$ cat config.mk
export PLATFORM = sky130hd
export DESIGN_NAME = eag_angle_gen
export DESIGN_NICKNAME = d
export VERILOG_FILES = /design/src/core/eag_pkg.sv /design/src/core/eag_angle_gen.sv /design/src/core/eag_quad_decoder.sv
export VERILOG_INCLUDE_DIRS = /design/src /design/src/core
export SDC_FILE = /design/constraint.sdc
export NUM_CORES = 1
export LEC_CHECK = 0
export ABC_CLOCK_PERIOD_IN_PS = 13600
export BUFFER_PORTS_ARGS = -buffer_cell sky130_fd_sc_hd__buf_4
export CAP_MARGIN = 20
export CORE_AREA = 3 3 233 235
export CTS_CLUSTER_DIAMETER = 100
export DETAILED_ROUTE_END_ITERATION = 10
export DIE_AREA = 0 0 236 238
export GPL_TIMING_DRIVEN = 0
export HOLD_SLACK_MARGIN = 0.06
export PLACE_DENSITY = 0.6
export SLEW_MARGIN = 20
export SYNTH_ARGS = -nofsm -noshare
export SYNTH_HDL_FRONTEND = slang
export SYNTH_SLANG_ARGS = --single-unit
$ cat constraint.sdc
create_clock -name clk -period 13.6 [get_ports clk]
set_clock_uncertainty 0.1 [all_clocks]
set_input_delay 1.36 -clock clk [delete_from_list [all_inputs] [get_ports clk]]
set_output_delay 1.36 -clock clk [all_outputs]
set_load 0.02 [all_outputs]
$ cat src/core/eag_params.svh
// constants for the encoder angle generator: register offsets, widths, reset values
`ifndef EAG_PARAMS_SVH
`define EAG_PARAMS_SVH
`define EAG_OFS_CTRL      4'h0
`define EAG_OFS_WRAP      4'h1
`define EAG_OFS_INDEX     4'h2
`define EAG_OFS_PRELOAD   4'h3
`define EAG_OFS_SCALE     4'h4
`define EAG_OFS_HOST_ANG  4'h5
`define EAG_OFS_WIDE      4'h6
`define EAG_OFS_STATUS    4'h7
`define EAG_OFS_HALL_BASE 4'h8
`define EAG_OFS_HALL_LAST 4'hd
`define EAG_OFS_ANGLE     4'he
`define EAG_CTRL_CNT_EN   0
`define EAG_CTRL_IDX_EN   1
`define EAG_CTRL_HOST_ANG 2
`define EAG_ANGLE_W       12
`define EAG_ANGLE_SHIFT   12
`define EAG_CNT_W         16
`define EAG_ZERO32        32'h0000_0000
`define EAG_HALL_NUM      6
`endif

$ cat src/core/eag_pkg.sv
// types shared by the encoder angle generator files
package eag_pkg;
    typedef struct packed {
        logic pha;
        logic phb;
        logic idx;
    } eag_enc_s;
    typedef enum logic [2:0] {
        EAG_BUS_IDLE = 3'b001,
        EAG_BUS_ACK  = 3'b010,
        EAG_BUS_HOLD = 3'b100
    } eag_bus_e;
    typedef struct packed {
        logic up;
        logic dn;
        logic idx_rise;
    } eag_evt_s;
endpackage

$ cat src/core/eag_angle_gen.sv
// encoder angle generator top: counter, angle scaling, override, avalon registers
//
// Decided for this implementation: the Avalon-MM interface to the registers and the register offsets.
`timescale 1ns/1ps
`include "eag_params.svh"
// Summary of operation
// - counter at wrap limit returns to zero
// - index pulse loads the index load value
// - count valid only after preload or index
// - angle is 12-bit unsigned full turn
// - angle is scale times count over 4096
// - encoder angle feeds both dq transforms
// - override enable selects host angle for angle_voltage only, resets zero
// - 32-bit position count, host writable, resets zero
// - six hall preset registers reset to zero
// - separate enables gate index load and counting
module eag_angle_gen
    import eag_pkg::*;
#(
    parameter int CNT_W = `EAG_CNT_W
) (
    input  wire logic        clk,
    input  wire logic        srst,
    input  wire logic        enc_a,
    input  wire logic        enc_b,
    input  wire logic        enc_index,
    input  wire logic [3:0]  avs_address,
    input  wire logic        avs_read,
    input  wire logic        avs_write,
    input  wire logic [31:0] avs_writedata,
    output logic      [31:0] avs_readdata,
    output logic             avs_waitrequest,
    output logic      [11:0] angle_forward,
    output logic      [11:0] angle_inverse,
    output logic      [11:0] angle_voltage,
    output logic             angle_valid
);
    eag_evt_s   evt;
    eag_enc_s   enc_in;
    eag_bus_e   bus_st;
    eag_bus_e   next_bus_st;
    logic [2:0]       ctrl;
    logic [2:0]       next_ctrl;
    logic [CNT_W-1:0] wrap_limit;
    logic [CNT_W-1:0] next_wrap_limit;
    logic [CNT_W-1:0] index_value;
    logic [CNT_W-1:0] next_index_value;
    logic [15:0]      scale;
    logic [15:0]      next_scale;
    logic [11:0]      host_angle;
    logic [11:0]      next_host_angle;
    logic [CNT_W-1:0] hall_preset [`EAG_HALL_NUM];
    logic [CNT_W-1:0] next_hall_preset [`EAG_HALL_NUM];
    logic [CNT_W-1:0] count;
    logic [CNT_W-1:0] next_count;
    logic [31:0]      wide;
    logic [31:0]      next_wide;
    logic             valid;
    logic             next_valid;
    logic [11:0]      enc_angle;
    logic [11:0]      next_enc_angle;
    logic [31:0]      rdata;
    logic [31:0]      next_rdata;
    logic             wr_take;
    logic [CNT_W+15:0] product;

    assign enc_in = '{pha: enc_a, phb: enc_b, idx: enc_index};

    // edge and index decode
    eag_quad_decoder u_dec (
        .clk  (clk),
        .srst (srst),
        .enc  (enc_in),
        .evt  (evt)
    );

    // bus handshake: one wait cycle, then ack; hold cycle lets master drop request
    always_comb begin
        case (bus_st)
            EAG_BUS_IDLE: next_bus_st = (avs_read | avs_write) ? EAG_BUS_ACK : EAG_BUS_IDLE;
            EAG_BUS_ACK:  next_bus_st = EAG_BUS_HOLD;
            EAG_BUS_HOLD: next_bus_st = EAG_BUS_IDLE;
            default:      next_bus_st = EAG_BUS_IDLE;
        endcase
    end
    assign wr_take = avs_write & (bus_st == EAG_BUS_ACK);

    // software registers
    always_comb begin
        next_ctrl        = ctrl;
        next_wrap_limit  = wrap_limit;
        next_index_value = index_value;
        next_scale       = scale;
        next_host_angle  = host_angle;
        for (int i = 0; i < `EAG_HALL_NUM; i++)
            next_hall_preset[i] = hall_preset[i];
        if (wr_take) begin
            case (avs_address)
                `EAG_OFS_CTRL:     next_ctrl        = avs_writedata[2:0];
                `EAG_OFS_WRAP:     next_wrap_limit  = avs_writedata[CNT_W-1:0];
                `EAG_OFS_INDEX:    next_index_value = avs_writedata[CNT_W-1:0];
                `EAG_OFS_SCALE:    next_scale       = avs_writedata[15:0];
                `EAG_OFS_HOST_ANG: next_host_angle  = avs_writedata[11:0];
                default: begin
                    if (avs_address >= `EAG_OFS_HALL_BASE && avs_address <= `EAG_OFS_HALL_LAST)
                        next_hall_preset[3'(avs_address - `EAG_OFS_HALL_BASE)] =
                            avs_writedata[CNT_W-1:0];
                end
            endcase
        end
    end

    // encoder counter, wide position, validity
    always_comb begin
        next_count = count;
        next_wide  = wide;
        next_valid = valid;
        if (ctrl[`EAG_CTRL_CNT_EN] && evt.up) begin
            next_count = (count == wrap_limit) ? '0 : count + 1'b1;
            next_wide  = wide + 32'h1;
        end else if (ctrl[`EAG_CTRL_CNT_EN] && evt.dn) begin
            next_count = (count == '0) ? wrap_limit : count - 1'b1;
            next_wide  = wide - 32'h1;
        end
        if (ctrl[`EAG_CTRL_IDX_EN] && evt.idx_rise) begin
            next_count = index_value;
            next_valid = 1'b1;
        end
        if (wr_take && avs_address == `EAG_OFS_PRELOAD) begin
            next_count = avs_writedata[CNT_W-1:0];
            next_valid = 1'b1;
        end
        if (wr_take && avs_address == `EAG_OFS_WIDE)
            next_wide = avs_writedata;
    end

    // single scaled multiply, modulo a full electrical turn
    assign product = count * scale;
    assign next_enc_angle = product[`EAG_ANGLE_SHIFT +: `EAG_ANGLE_W];

    // read mux
    always_comb begin
        next_rdata = `EAG_ZERO32;
        if (avs_read && bus_st == EAG_BUS_IDLE) begin
            case (avs_address)
                `EAG_OFS_CTRL:    next_rdata = {29'h0, ctrl};
                `EAG_OFS_WRAP:    next_rdata = 32'(wrap_limit);
                `EAG_OFS_INDEX:   next_rdata = 32'(index_value);
                `EAG_OFS_PRELOAD: next_rdata = 32'(count);
                `EAG_OFS_SCALE:   next_rdata = {16'h0, scale};
                `EAG_OFS_WIDE:    next_rdata = wide;
                `EAG_OFS_STATUS:  next_rdata = {31'h0, valid};
                `EAG_OFS_ANGLE:   next_rdata = {20'h0, enc_angle};
                default: begin
                    if (avs_address >= `EAG_OFS_HALL_BASE && avs_address <= `EAG_OFS_HALL_LAST)
                        next_rdata = 32'(hall_preset[3'(avs_address - `EAG_OFS_HALL_BASE)]);
                end
            endcase
        end else if (bus_st != EAG_BUS_IDLE) begin
            next_rdata = rdata;
        end
    end

    // registers
    always_ff @(posedge clk) begin
        if (srst) begin
            bus_st          <= EAG_BUS_IDLE;
            avs_waitrequest <= 1'b1;
            avs_readdata    <= `EAG_ZERO32;
            rdata           <= `EAG_ZERO32;
            ctrl            <= '0;
            wrap_limit      <= '0;
            index_value     <= '0;
            scale           <= '0;
            host_angle      <= '0;
            for (int i = 0; i < `EAG_HALL_NUM; i++)
                hall_preset[i] <= '0;
            count           <= '0;
            wide            <= `EAG_ZERO32;
            valid           <= 1'b0;
            enc_angle       <= '0;
            angle_forward   <= '0;
            angle_inverse   <= '0;
            angle_voltage   <= '0;
            angle_valid     <= 1'b0;
        end else begin
            bus_st          <= next_bus_st;
            avs_waitrequest <= ~(next_bus_st == EAG_BUS_ACK);
            rdata           <= next_rdata;
            avs_readdata    <= next_rdata;
            ctrl            <= next_ctrl;
            wrap_limit      <= next_wrap_limit;
            index_value     <= next_index_value;
            scale           <= next_scale;
            host_angle      <= next_host_angle;
            for (int i = 0; i < `EAG_HALL_NUM; i++)
                hall_preset[i] <= next_hall_preset[i];
            count           <= next_count;
            wide            <= next_wide;
            valid           <= next_valid;
            enc_angle       <= next_enc_angle;
            angle_forward   <= next_enc_angle;
            angle_inverse   <= next_enc_angle;
            angle_voltage   <= next_ctrl[`EAG_CTRL_HOST_ANG] ? next_host_angle
                                                             : next_enc_angle;
            angle_valid     <= next_valid;
        end
    end

    // wrap to zero on an up count at the limit
    property p_wrap;
        @(posedge clk) disable iff (srst)
        (ctrl[`EAG_CTRL_CNT_EN] && evt.up && count == wrap_limit
         && !(ctrl[`EAG_CTRL_IDX_EN] && evt.idx_rise)
         && !(wr_take && avs_address == `EAG_OFS_PRELOAD)) |=> (count == '0);
    endproperty
    a_wrap: assert property (p_wrap) else $error("counter did not wrap to zero");

    // index load
    property p_index;
        @(posedge clk) disable iff (srst)
        (ctrl[`EAG_CTRL_IDX_EN] && evt.idx_rise && !(wr_take && avs_address == `EAG_OFS_PRELOAD))
            |=> (count == $past(index_value) && valid);
    endproperty
    a_index: assert property (p_index) else $error("index load missed");

    // no counting while disabled
    property p_gate;
        @(posedge clk) disable iff (srst)
        (!ctrl[`EAG_CTRL_CNT_EN] && !(ctrl[`EAG_CTRL_IDX_EN] && evt.idx_rise) && !wr_take)
            |=> $stable(count);
    endproperty
    a_gate: assert property (p_gate) else $error("count moved while disabled");

    // angle follows scaled count one cycle later
    property p_angle;
        @(posedge clk) disable iff (srst)
        1'b1 |=> (angle_forward == `EAG_ANGLE_W'($past(32'(count) * 32'(scale)) >> `EAG_ANGLE_SHIFT)
                  && angle_inverse == angle_forward);
    endproperty
    a_angle: assert property (p_angle) else $error("angle not scaled count");

    // override selects host angle
    property p_override;
        @(posedge clk) disable iff (srst)
        ctrl[`EAG_CTRL_HOST_ANG] |=> (angle_voltage == $past(host_angle) || $past(wr_take));
    endproperty
    a_override: assert property (p_override) else $error("override angle wrong");

    // validity stays low until preload or index
    property p_valid;
        @(posedge clk) disable iff (srst)
        (!valid && !(ctrl[`EAG_CTRL_IDX_EN] && evt.idx_rise)
         && !(wr_take && avs_address == `EAG_OFS_PRELOAD)) |=> !valid;
    endproperty
    a_valid: assert property (p_valid) else $error("valid rose without cause");

    // wide count write lands
    property p_wide;
        @(posedge clk) disable iff (srst)
        (wr_take && avs_address == `EAG_OFS_WIDE) |=> (wide == $past(avs_writedata));
    endproperty
    a_wide: assert property (p_wide) else $error("wide count write lost");

    // one edge of a phase gives one count
    property p_edge;
        @(posedge clk) disable iff (srst)
        (enc_a != $past(enc_a) && enc_b == $past(enc_b)) |=> (evt.up ^ evt.dn);
    endproperty
    a_edge: assert property (p_edge) else $error("edge not counted");

    // hall preset 0 holds after reset until written
    property p_hall;
        @(posedge clk) disable iff (srst)
        !wr_take |=> (hall_preset[0] == $past(hall_preset[0]));
    endproperty
    a_hall: assert property (p_hall) else $error("hall preset changed");

    // an up count below the limit adds exactly one
    property p_up;
        @(posedge clk) disable iff (srst)
        (ctrl[`EAG_CTRL_CNT_EN] && evt.up && count != wrap_limit && !evt.idx_rise
         && !(wr_take && avs_address == `EAG_OFS_PRELOAD)) |=> (count == $past(count) + 1'b1);
    endproperty
    a_up: assert property (p_up) else $error("up count wrong");

    // a down count above zero takes exactly one away
    property p_dn;
        @(posedge clk) disable iff (srst)
        (ctrl[`EAG_CTRL_CNT_EN] && evt.dn && count != '0 && !evt.idx_rise
         && !(wr_take && avs_address == `EAG_OFS_PRELOAD)) |=> (count == $past(count) - 1'b1);
    endproperty
    a_dn: assert property (p_dn) else $error("down count wrong");

    // a write to the first hall preset lands in it
    property p_hall_wr;
        @(posedge clk) disable iff (srst)
        (wr_take && avs_address == `EAG_OFS_HALL_BASE)
            |=> (hall_preset[0] == $past(avs_writedata[CNT_W-1:0]));
    endproperty
    a_hall_wr: assert property (p_hall_wr) else $error("hall preset write lost");
endmodule // eag_angle_gen

$ cat src/core/eag_quad_decoder.sv
// quadrature edge decoder: four counts per line and index rising edge
`timescale 1ns/1ps
`include "eag_params.svh"
module eag_quad_decoder
    import eag_pkg::*;
(
    input  wire logic     clk,
    input  wire logic     srst,
    input  wire eag_enc_s enc,
    output eag_evt_s      evt
);
    eag_enc_s prev;
    eag_evt_s next_evt;

    // direction from which phase leads; an edge of one phase counts, both phases changing at once does not
    always_comb begin
        next_evt = '0;
        if ((enc.pha ^ prev.pha) ^ (enc.phb ^ prev.phb)) begin
            if (enc.pha ^ prev.phb)
                next_evt.up = 1'b1;
            else
                next_evt.dn = 1'b1;
        end
        next_evt.idx_rise = enc.idx & ~prev.idx;
    end

    // register previous inputs and decoded events
    always_ff @(posedge clk) begin
        if (srst) begin
            prev <= enc; // track the pins so release gives no false edge
            evt  <= '0;
        end else begin
            prev <= enc;
            evt  <= next_evt;
        end
    end
endmodule // eag_quad_decoder

-- Word level (Yosys, flattened, before mapping)
Memories as Yosys holds them, arrays and structs flattened.
Index checks and enable logic that the tools add are counted.
- output and inout port bits: 70
- bits in latches: 0
- input port bits: 43
- memory bits (writable): 96
- memories kept: 1
- bits in read-only memories: 0
- register bits after elaboration: 178
- memory list (memory ; words ; width ; rd ports ; clocked after memory_dff ; wr ports ; RTL line ; text):
    hall_preset ; 6 ; 16 ; 7 ; 0 ; 6 ; eag_angle_gen.sv:52 ; logic [CNT_W-1:0] hall_preset [`EAG_HALL_NUM];
- reductions and logical operators: 19
- bitwise logic cells: 17
- equality and inequality tests: 14
- muxes and demuxes: 39
- multipliers: 1
- $lt $le $gt $ge: 4
- div/mod/pow operators: 0
- shift-type cells: 0
- add/sub/neg operators: 5
- operators with widths (cell ; number):
    two-way mux 96 bit ; 3
    one-hot mux 32 bit (8 select lines) ; 1
    two-way mux 16 bit ; 14
    two-way mux 32 bit ; 5
    bitwise mux 96 bit ; 1
    demux 16 bit (select 3 bit) ; 1
    two-way mux 12 bit ; 3
    adder 32 x 1 -> 32 bit, second input constant ; 1
    subtractor 32 x 1 -> 32 bit, second input constant ; 1
    multiplier 16 x 16 -> 24 bit ; 1
    adder 16 x 1 -> 16 bit, second input constant ; 1
    == test 16 bit ; 1
    == test 4 x 3 -> 1 bit, second input constant ; 4
    logical NOT 16 bit ; 1
    subtractor 16 x 1 -> 16 bit, second input constant ; 1
    == test 4 x 2 -> 1 bit, second input constant ; 2
    >= comparator 4 bit, second input constant ; 2
    logical AND 1 bit ; 8
    AND reduction 2 bit ; 4
    two-way mux 1 bit ; 7
    bitwise OR 1 bit ; 7
    == test 3 x 2 -> 1 bit, second input constant ; 2
    two-way mux 3 bit ; 2
    one-hot mux 3 bit (2 select lines) ; 1
    19 further kinds ; 25

-- Logic depth before layout (Yosys ltp)
Gate-level depths: netlist of the first run.
- depth in word-level cells: 11
- depth in mapped cells: 24
- depth with buffers taken out: 21

-- By module
From an unflattened synthesis of the first run, not the netlist that was laid out.
- cell total of the unflattened synthesis: 2525
- area total of the unflattened synthesis: 20468.4 µm²
- by module, submodules not included (module ; times used ; cells each ; area each (µm²)):
    eag_angle_gen ; 1 ; 2514 ; 20309.5
    eag_quad_decoder ; 1 ; 11 ; 158.9

-- Worst setup path after synthesis of the first run
Ideal clock, no wire load.
- path kind: reg-to-reg
- start: register count[7]
- end: register angle_voltage[10]
- library setup time: 0.106 ns
- data required time: 13.394 ns
- buffers on the path: 3
- stages on the path, launching flop included: 25
- data arrival time: 6.386 ns
- period minus slack after synthesis: 6.592 ns
- path slack: 7.008 ns
- cell sequence: dfxtp_1 -> clkbuf_1 -> clkbuf_1 -> clkbuf_1 -> nand2_1 -> fa_1 -> inv_1 -> fa_1 -> inv_1 -> fa_1 -> inv_1 -> fa_1 -> fa_1 -> inv_1 -> fa_1 -> inv_1 -> ha_1 -> o21ai_0 -> o21ai_0 -> a2111oi_0 -> a2111oi_0 -> o21a_1 -> nor2_1 -> or4_1 -> o311ai_0
- longest elaborated chain between the ends: 2
- RTL lines (element ; RTL line ; text):
    start, declared ; eag_angle_gen.sv:54 ; logic [CNT_W-1:0] count;
    start signal, assigned ; eag_angle_gen.sv:198 ; count <= next_count;
    multiplier 16 x 16 -> 24 bit ; eag_angle_gen.sv:138 ; assign product = count * scale;
    two-way mux 12 bit ; eag_angle_gen.sv:204 ; angle_voltage <= next_ctrl[`EAG_CTRL_HOST_ANG] ? next_host_angle
    end signal, assigned ; eag_angle_gen.sv:204 ;
    end, declared ; eag_angle_gen.sv:35 ; output logic [11:0] angle_voltage,
No other way between the ends.
A chain may end at the register's enable or synchronous reset.

-- Worst setup path after layout of the first run
- start: register count[8]
- end: register angle_voltage[10]
Same word-level chain as after synthesis.

==> results of run 1 <==
-- state kept, by name (all words and copies together), names as in the netlist, 3 cells and up --
name           flops
u_dec.prev         3
u_dec.evt          3
host_angle        12
hall_preset       96
count             16
enc_angle         12
ctrl               3
wrap_limit        16
scale             16
angle_voltage     12
bus_st             3
rdata             32
wide              32
index_value       16
-- final cells by class --
type,instances,area (sq um)
fill,5308,29000
sequential,274,5490
timing repair buffer,111,833
buffer,216,883
clock buffer,36,802
clock inverter,15,166
tap,688,861
inverter,220,826
multi-input combinational,1852,13600
-- path summary, 6_finish.rpt --
kind | depth (start not counted) | slack, ps | to
worst max-delay path | 22 | 5440 | angle_voltage[10]
worst min-delay path | 1 | 300 | u_dec.evt[0]
worst max register to register | 22 | 5440 | angle_voltage[10]
worst min register to register | 1 | 300 | u_dec.evt[0]
-- kinds of logic (layout without fill, tap and decap cells) --
kind of cell	Yosys count	after routing	synth area share, %
simple gates	919	919	19.7
compound gates	521	521	16.2
buf+inv	436	598	8.22
flops	274	274	26.4
fa+ha+maj	267	267	22.1
xor+xnor	90	90	3.79
mux	55	55	3.68
-- critical path, cell delays in order, from the launching register on --
cell,delay (ps)
dfxtp_1,320
clkbuf_1,470
clkbuf_1,570
clkbuf_1,530
nand2_1,170
fa_1,540
fa_1,480
fa_1,520
fa_1,550
inv_1,50
fa_1,470
inv_1,50
fa_1,480
inv_1,50
ha_1,300
nand4_1,190
a211oi_1,340
a22oi_1,260
a2111oi_0,800
o21a_1,190
nor2_1,70
or4_1,400
o311ai_0,130
-- power by group --
group | internal (uW) | leakage (uW) | switching [uW]
Clock | 474 | 0.000479 | 348
Combinational | 31.4 | 0.00717 | 86.7
Sequential | 806 | 0.00221 | 2.69
-- metrics by stage --
step	hold WS, ps	power (uW)	setup slack, ps	std cells
6_report	300	1750	5440	3412
3_5_place_dp	285	942	5440	3361
3_3_place_gp	284	941	5460	3361
4_1_cts	300	1750	5420	3412
5_1_grt	309	1790	4960	3412
2_1_floorplan	272	886	7010	2562
-- metal layers --
metal	up-vias	track usage, %
met3	191	3.21
met5	-	0
met4	0	11.6
met1	9595	36.5
li1	8802	-
met2	887	45.7
-- layout by cell type (no fill, tap or decap), types with 50 or more instances in the layout --
cell type,instances
nand2_1,509
fa_1,168
ha_1,99
dfxtp_1,274
inv_1,219
a22oi_1,63
buf_4,123
clkbuf_1,193
and2_1,114
a21oi_1,218
o21ai_0,50
nor2_1,149
==> run metrics, run 1 <==
status=finished, final reports clean; first-pass GRT wire length=between 100 and 150 mm; 1st-iter DRT viols=roughly 2.1k; placed cell areas=between 20,000 and 25,000 sq um; Highest Signal Layer=met4; DRT Pass-1 Iters=11; Tcrit/Tclk final=about three fifths; Max Cap Violations=0; hold buffer count at cts=0; slew margin rel.=roughly 29%; Post-synth EDFFs=0; Mapped Cells=~2.6k; CP Launch Point=count[8]; Async SR Flop Fraction=0%; n_diodes=0; most frequent cell after synthesis=nand2_1; setup bufs post-CTS=0; DRT Wirelength=79.5 mm; row count=84; metal3 WL=just over 6 mm; area grow syn2layout=12.8%; Worst Path Max Fanout=10; Post-Syn Area=roughly 21,000 sq um; Clk Latency, worst-skew pair=between 500 and 600 ps; yosys warns=0; Synth Net Count=roughly 2.9k; Reg clk slew, reported paths=about 70 ps; Routed WL per cell=23.3 um; fin. max-slew vios=0; vias in the first global route=around 19k; largest net degree at the start of global routing=35; startpoint types=flop; DIE HEIGHT=238 um; gr ovfl total=0; top post-synthesis cells by count=nand2_1, dfxtp_1, inv_1; top cells by area, synth=dfxtp_1, fa_1, nand2_1; Seq/Total Area, Yosys=a little over a quarter; Core Util, Final=44.7%; data required time at the worst endpoint=between 10,000 and 15,000 ps; Worst setup EP type=flop; met2 wire length=approximately 37 mm; register bit total from synthesis=about 270; die area=roughly 56,000 sq um; top_reg_cell synth=dfxtp_1; Worst Tran Pin Value=roughly 1100 ps; Avg Cell Area, Syn=approximately 8.1 sq um; total track usage=around 28%; setup_tns=0 ps; root buffer cell=clkbuf_16; CTS max path bufs=3; core area=52,400 sq um; DRC viols=0; crit path kind=reg2reg; Yosys top cell by area=dfxtp_1; nets@finish=around 3.0k; Die X=236 um; arrival time worst endpoint=approximately 8500 ps; Fin. Hold Viols=0; Port Buf Inserts=about 110; share of layout cells above drive strength 1=under 10%; worst vdd ir=111 uV; Leak Pwr=~0.0099 uW; distinct cell type count after synthesis=70; initial antenna violation count=1; fin area=roughly 23,000 sq um; HP Start=u_dec.prev[0]; CTS tree=done; Worst Hold Class=reg2reg; DRT met1 WL=32.6 mm; total CTS buffers=28; DR vias=19.5k; io pins=113; RSZ-0062 raised after global routing=false; Post-DRT Antenna Nets=0; Post-CTS Resized=0; Synth top area share=around a quarter; Reg-to-Reg Start=count[8]; PD cells=74.5 nW/um^2; final setup fails=0; via/cell ratio=~5.7; initial core utilization=between 30% and 40%; Achievable Freq=about 0.12 GHz; Final Critical Period=8160 ps; gpl congestion=about 1; CTS Sinks=between 200 and 300; H-Tree Depth=1; hpwl dp=between 60 and 70 mm
Note: power is estimated with default switching activity, not from simulation.
==> inputs of run 2 (changes only) <==
- ABC_CLOCK_PERIOD_IN_PS: 13600 -> 7630
- clock period: 13.6 -> 7.63 ns (I/O delays scaled with it)
==> run metrics, run 2 (same netlist as run 1, synthesis figures left out) <==
fin area=23,500 sq um (about the same); via/cell ratio=5.74 (+0.63%); Die X=236 um (unchanged); cell family with most CP delay=adder cells; commonest non-fill, non-tap cells in the layout=nand2_1, dfxtp_1, inv_1; final hold slack=218 ps (-82.0 ps); crit path kind=reg2reg; RSZ-0062 raised after global routing=false; Tcrit/Tclk final=96.4% (+36 points); DR vias=19.5k (+0.25%); most common cell after layout, fill and taps aside=nand2_1; hold buffer count at cts=0 (unchanged); Post-DRT Antenna Nets=0 (unchanged); CTS max path bufs=3 (unchanged); hpwl dp=61.4 mm (unchanged); slew margin rel.=29.6% (+1.1 points); # placed instances=3,361 (unchanged); Core Util, Final=44.7% (about the same); share of layout cells above drive strength 1=8.82% (+0.63 points); Port Buf Inserts=111 (unchanged); n_diodes=0 (unchanged); Worst Hold Class=in2reg; die area=56,200 sq um (unchanged); first-pass GRT wire length=119 mm (-0.18%); Max Cap Violations=0 (unchanged); gpl congestion=1.00 (unchanged); initial antenna violation count=2 (+1); setup bufs post-CTS=0 (unchanged); Largest register FFs=96 (unchanged); Worst Tran Pin Value=1050 ps (-16.1 ps); total track usage=27.5% (-0.065 points); CTS tree=done; DRT Wirelength=79.2 mm (-0.28%); nets@finish=3,000 (-0.43%); io pins=113 (unchanged); Achievable Freq=0.136 GHz (+11%); Clk Latency, worst-skew pair=570 ps (about the same); area grow syn2layout=12.7% (about the same); Reg clk slew, reported paths=70 ps (about the same); Critical Path Max Stage Delay=730 ps (-70 ps); final cell count without fillers=3,399 (-0.38%); data required time at the worst endpoint=7960 ps (-5970 ps); Final Critical Period=7350 ps (-809 ps); core area=52,400 sq um (unchanged); Post-CTS Resized=8 (+8); DIE HEIGHT=238 um (unchanged); initial core utilization=39.7% (unchanged); Worst Path Max Fanout=10 (unchanged); DRC viols=0 (unchanged); gr ovfl total=0 (unchanged); DRT Pass-1 Iters=9 (-2); CTS Sinks=274 (unchanged); Worst path most repeated cell=fa_1; status=finished, final reports clean; WP buf/inv=4 (-2); placed cell areas=22,500 sq um (unchanged); row count=84 (unchanged); Worst setup EP type=flop; startpoint types=flop; setup_tns=0 ps (unchanged); PD cells=133 nW/um^2 (+79%); arrival time worst endpoint=7690 ps (-800 ps); worst vdd ir=198 uV (+78%); Top reg by flops=hall_preset; H-Tree Depth=1 (unchanged); cells along the critical path=clkbuf_1 > nand2_1 > fa_1 > fa_1 > fa_1 > fa_1 > inv_1 > fa_1 > inv_1 > fa_1 > inv_1 > ha_1 > nand4_1 > a211oi_1 > a22oi_1 > a2111oi_2 > o21a_1 > nor2_1 > or4_1 > o311ai_0; Fin. Hold Viols=0 (unchanged); Top Registers=hall_preset x96, rdata x32, wide x32; largest net degree at the start of global routing=35 (unchanged); total CTS buffers=28 (unchanged); Slowest-stage cell, CP=dfxtp_1; fin. max-slew vios=0 (unchanged); root buffer cell=clkbuf_16; final setup fails=0 (unchanged); vias in the first global route=19.0k (-0.35%); Leak Pwr=0.00990 uW (+0.37%); Routed WL per cell=23.3 um (+0.10%); 1st-iter DRT viols=2,125 (+3.4%)
==> run 2: worst paths after layout <==
path	startpoint	to	slack (ps)	cells after the start
worst max-delay path	scale[2]	angle_voltage[10]	280	20
worst min-delay path	enc_b	u_dec.prev[1]	220	1
worst max register to register	scale[2]	angle_voltage[10]	280	20
worst min register to register	u_dec.prev[0]	u_dec.evt[0]	300	1
==> run 2: layout make-up <==
type	count	area [sq um]
Fill cell	5303	29000
Multi-Input combinational cell	1852	13600
Sequential cell	274	5490
Tap cell	688	861
Buffer	203	852
Timing Repair Buffer	111	833
Inverter	220	826
Clock buffer	36	802
Clock inverter	15	166
==> run 2: power breakdown <==
group / internal [uW] / switching [uW] / total, uW / leakage (uW)
clock network: 845 / 624 / 1470 / 0.000479
logic: 56.0 / 154 / 210 / 0.00721
registers: 1440 / 4.98 / 1440 / 0.00221
total: 2340 / 783 / 3120 / 0.00990
==> run 2: per-layer routing <==
metal / global-route usage (%) / wire length [um] / vias up
li1: - / - / 8780
met2: 45.5 / 36700 / 896
met4: 11.3 / 3670 / 0
met1: 36.8 / 33000 / 9649
met5: 0 / 0 / -
met3: 2.88 / 5800 / 198
==> run 2: stage by stage <==
step	power, uW	worst slack [ps]
after floorplan	1580	1040
after global placement	1680	-506
after detailed placement	1680	-525
after CTS	3130	7.75
after global routing	3200	2.22
final	3120	276
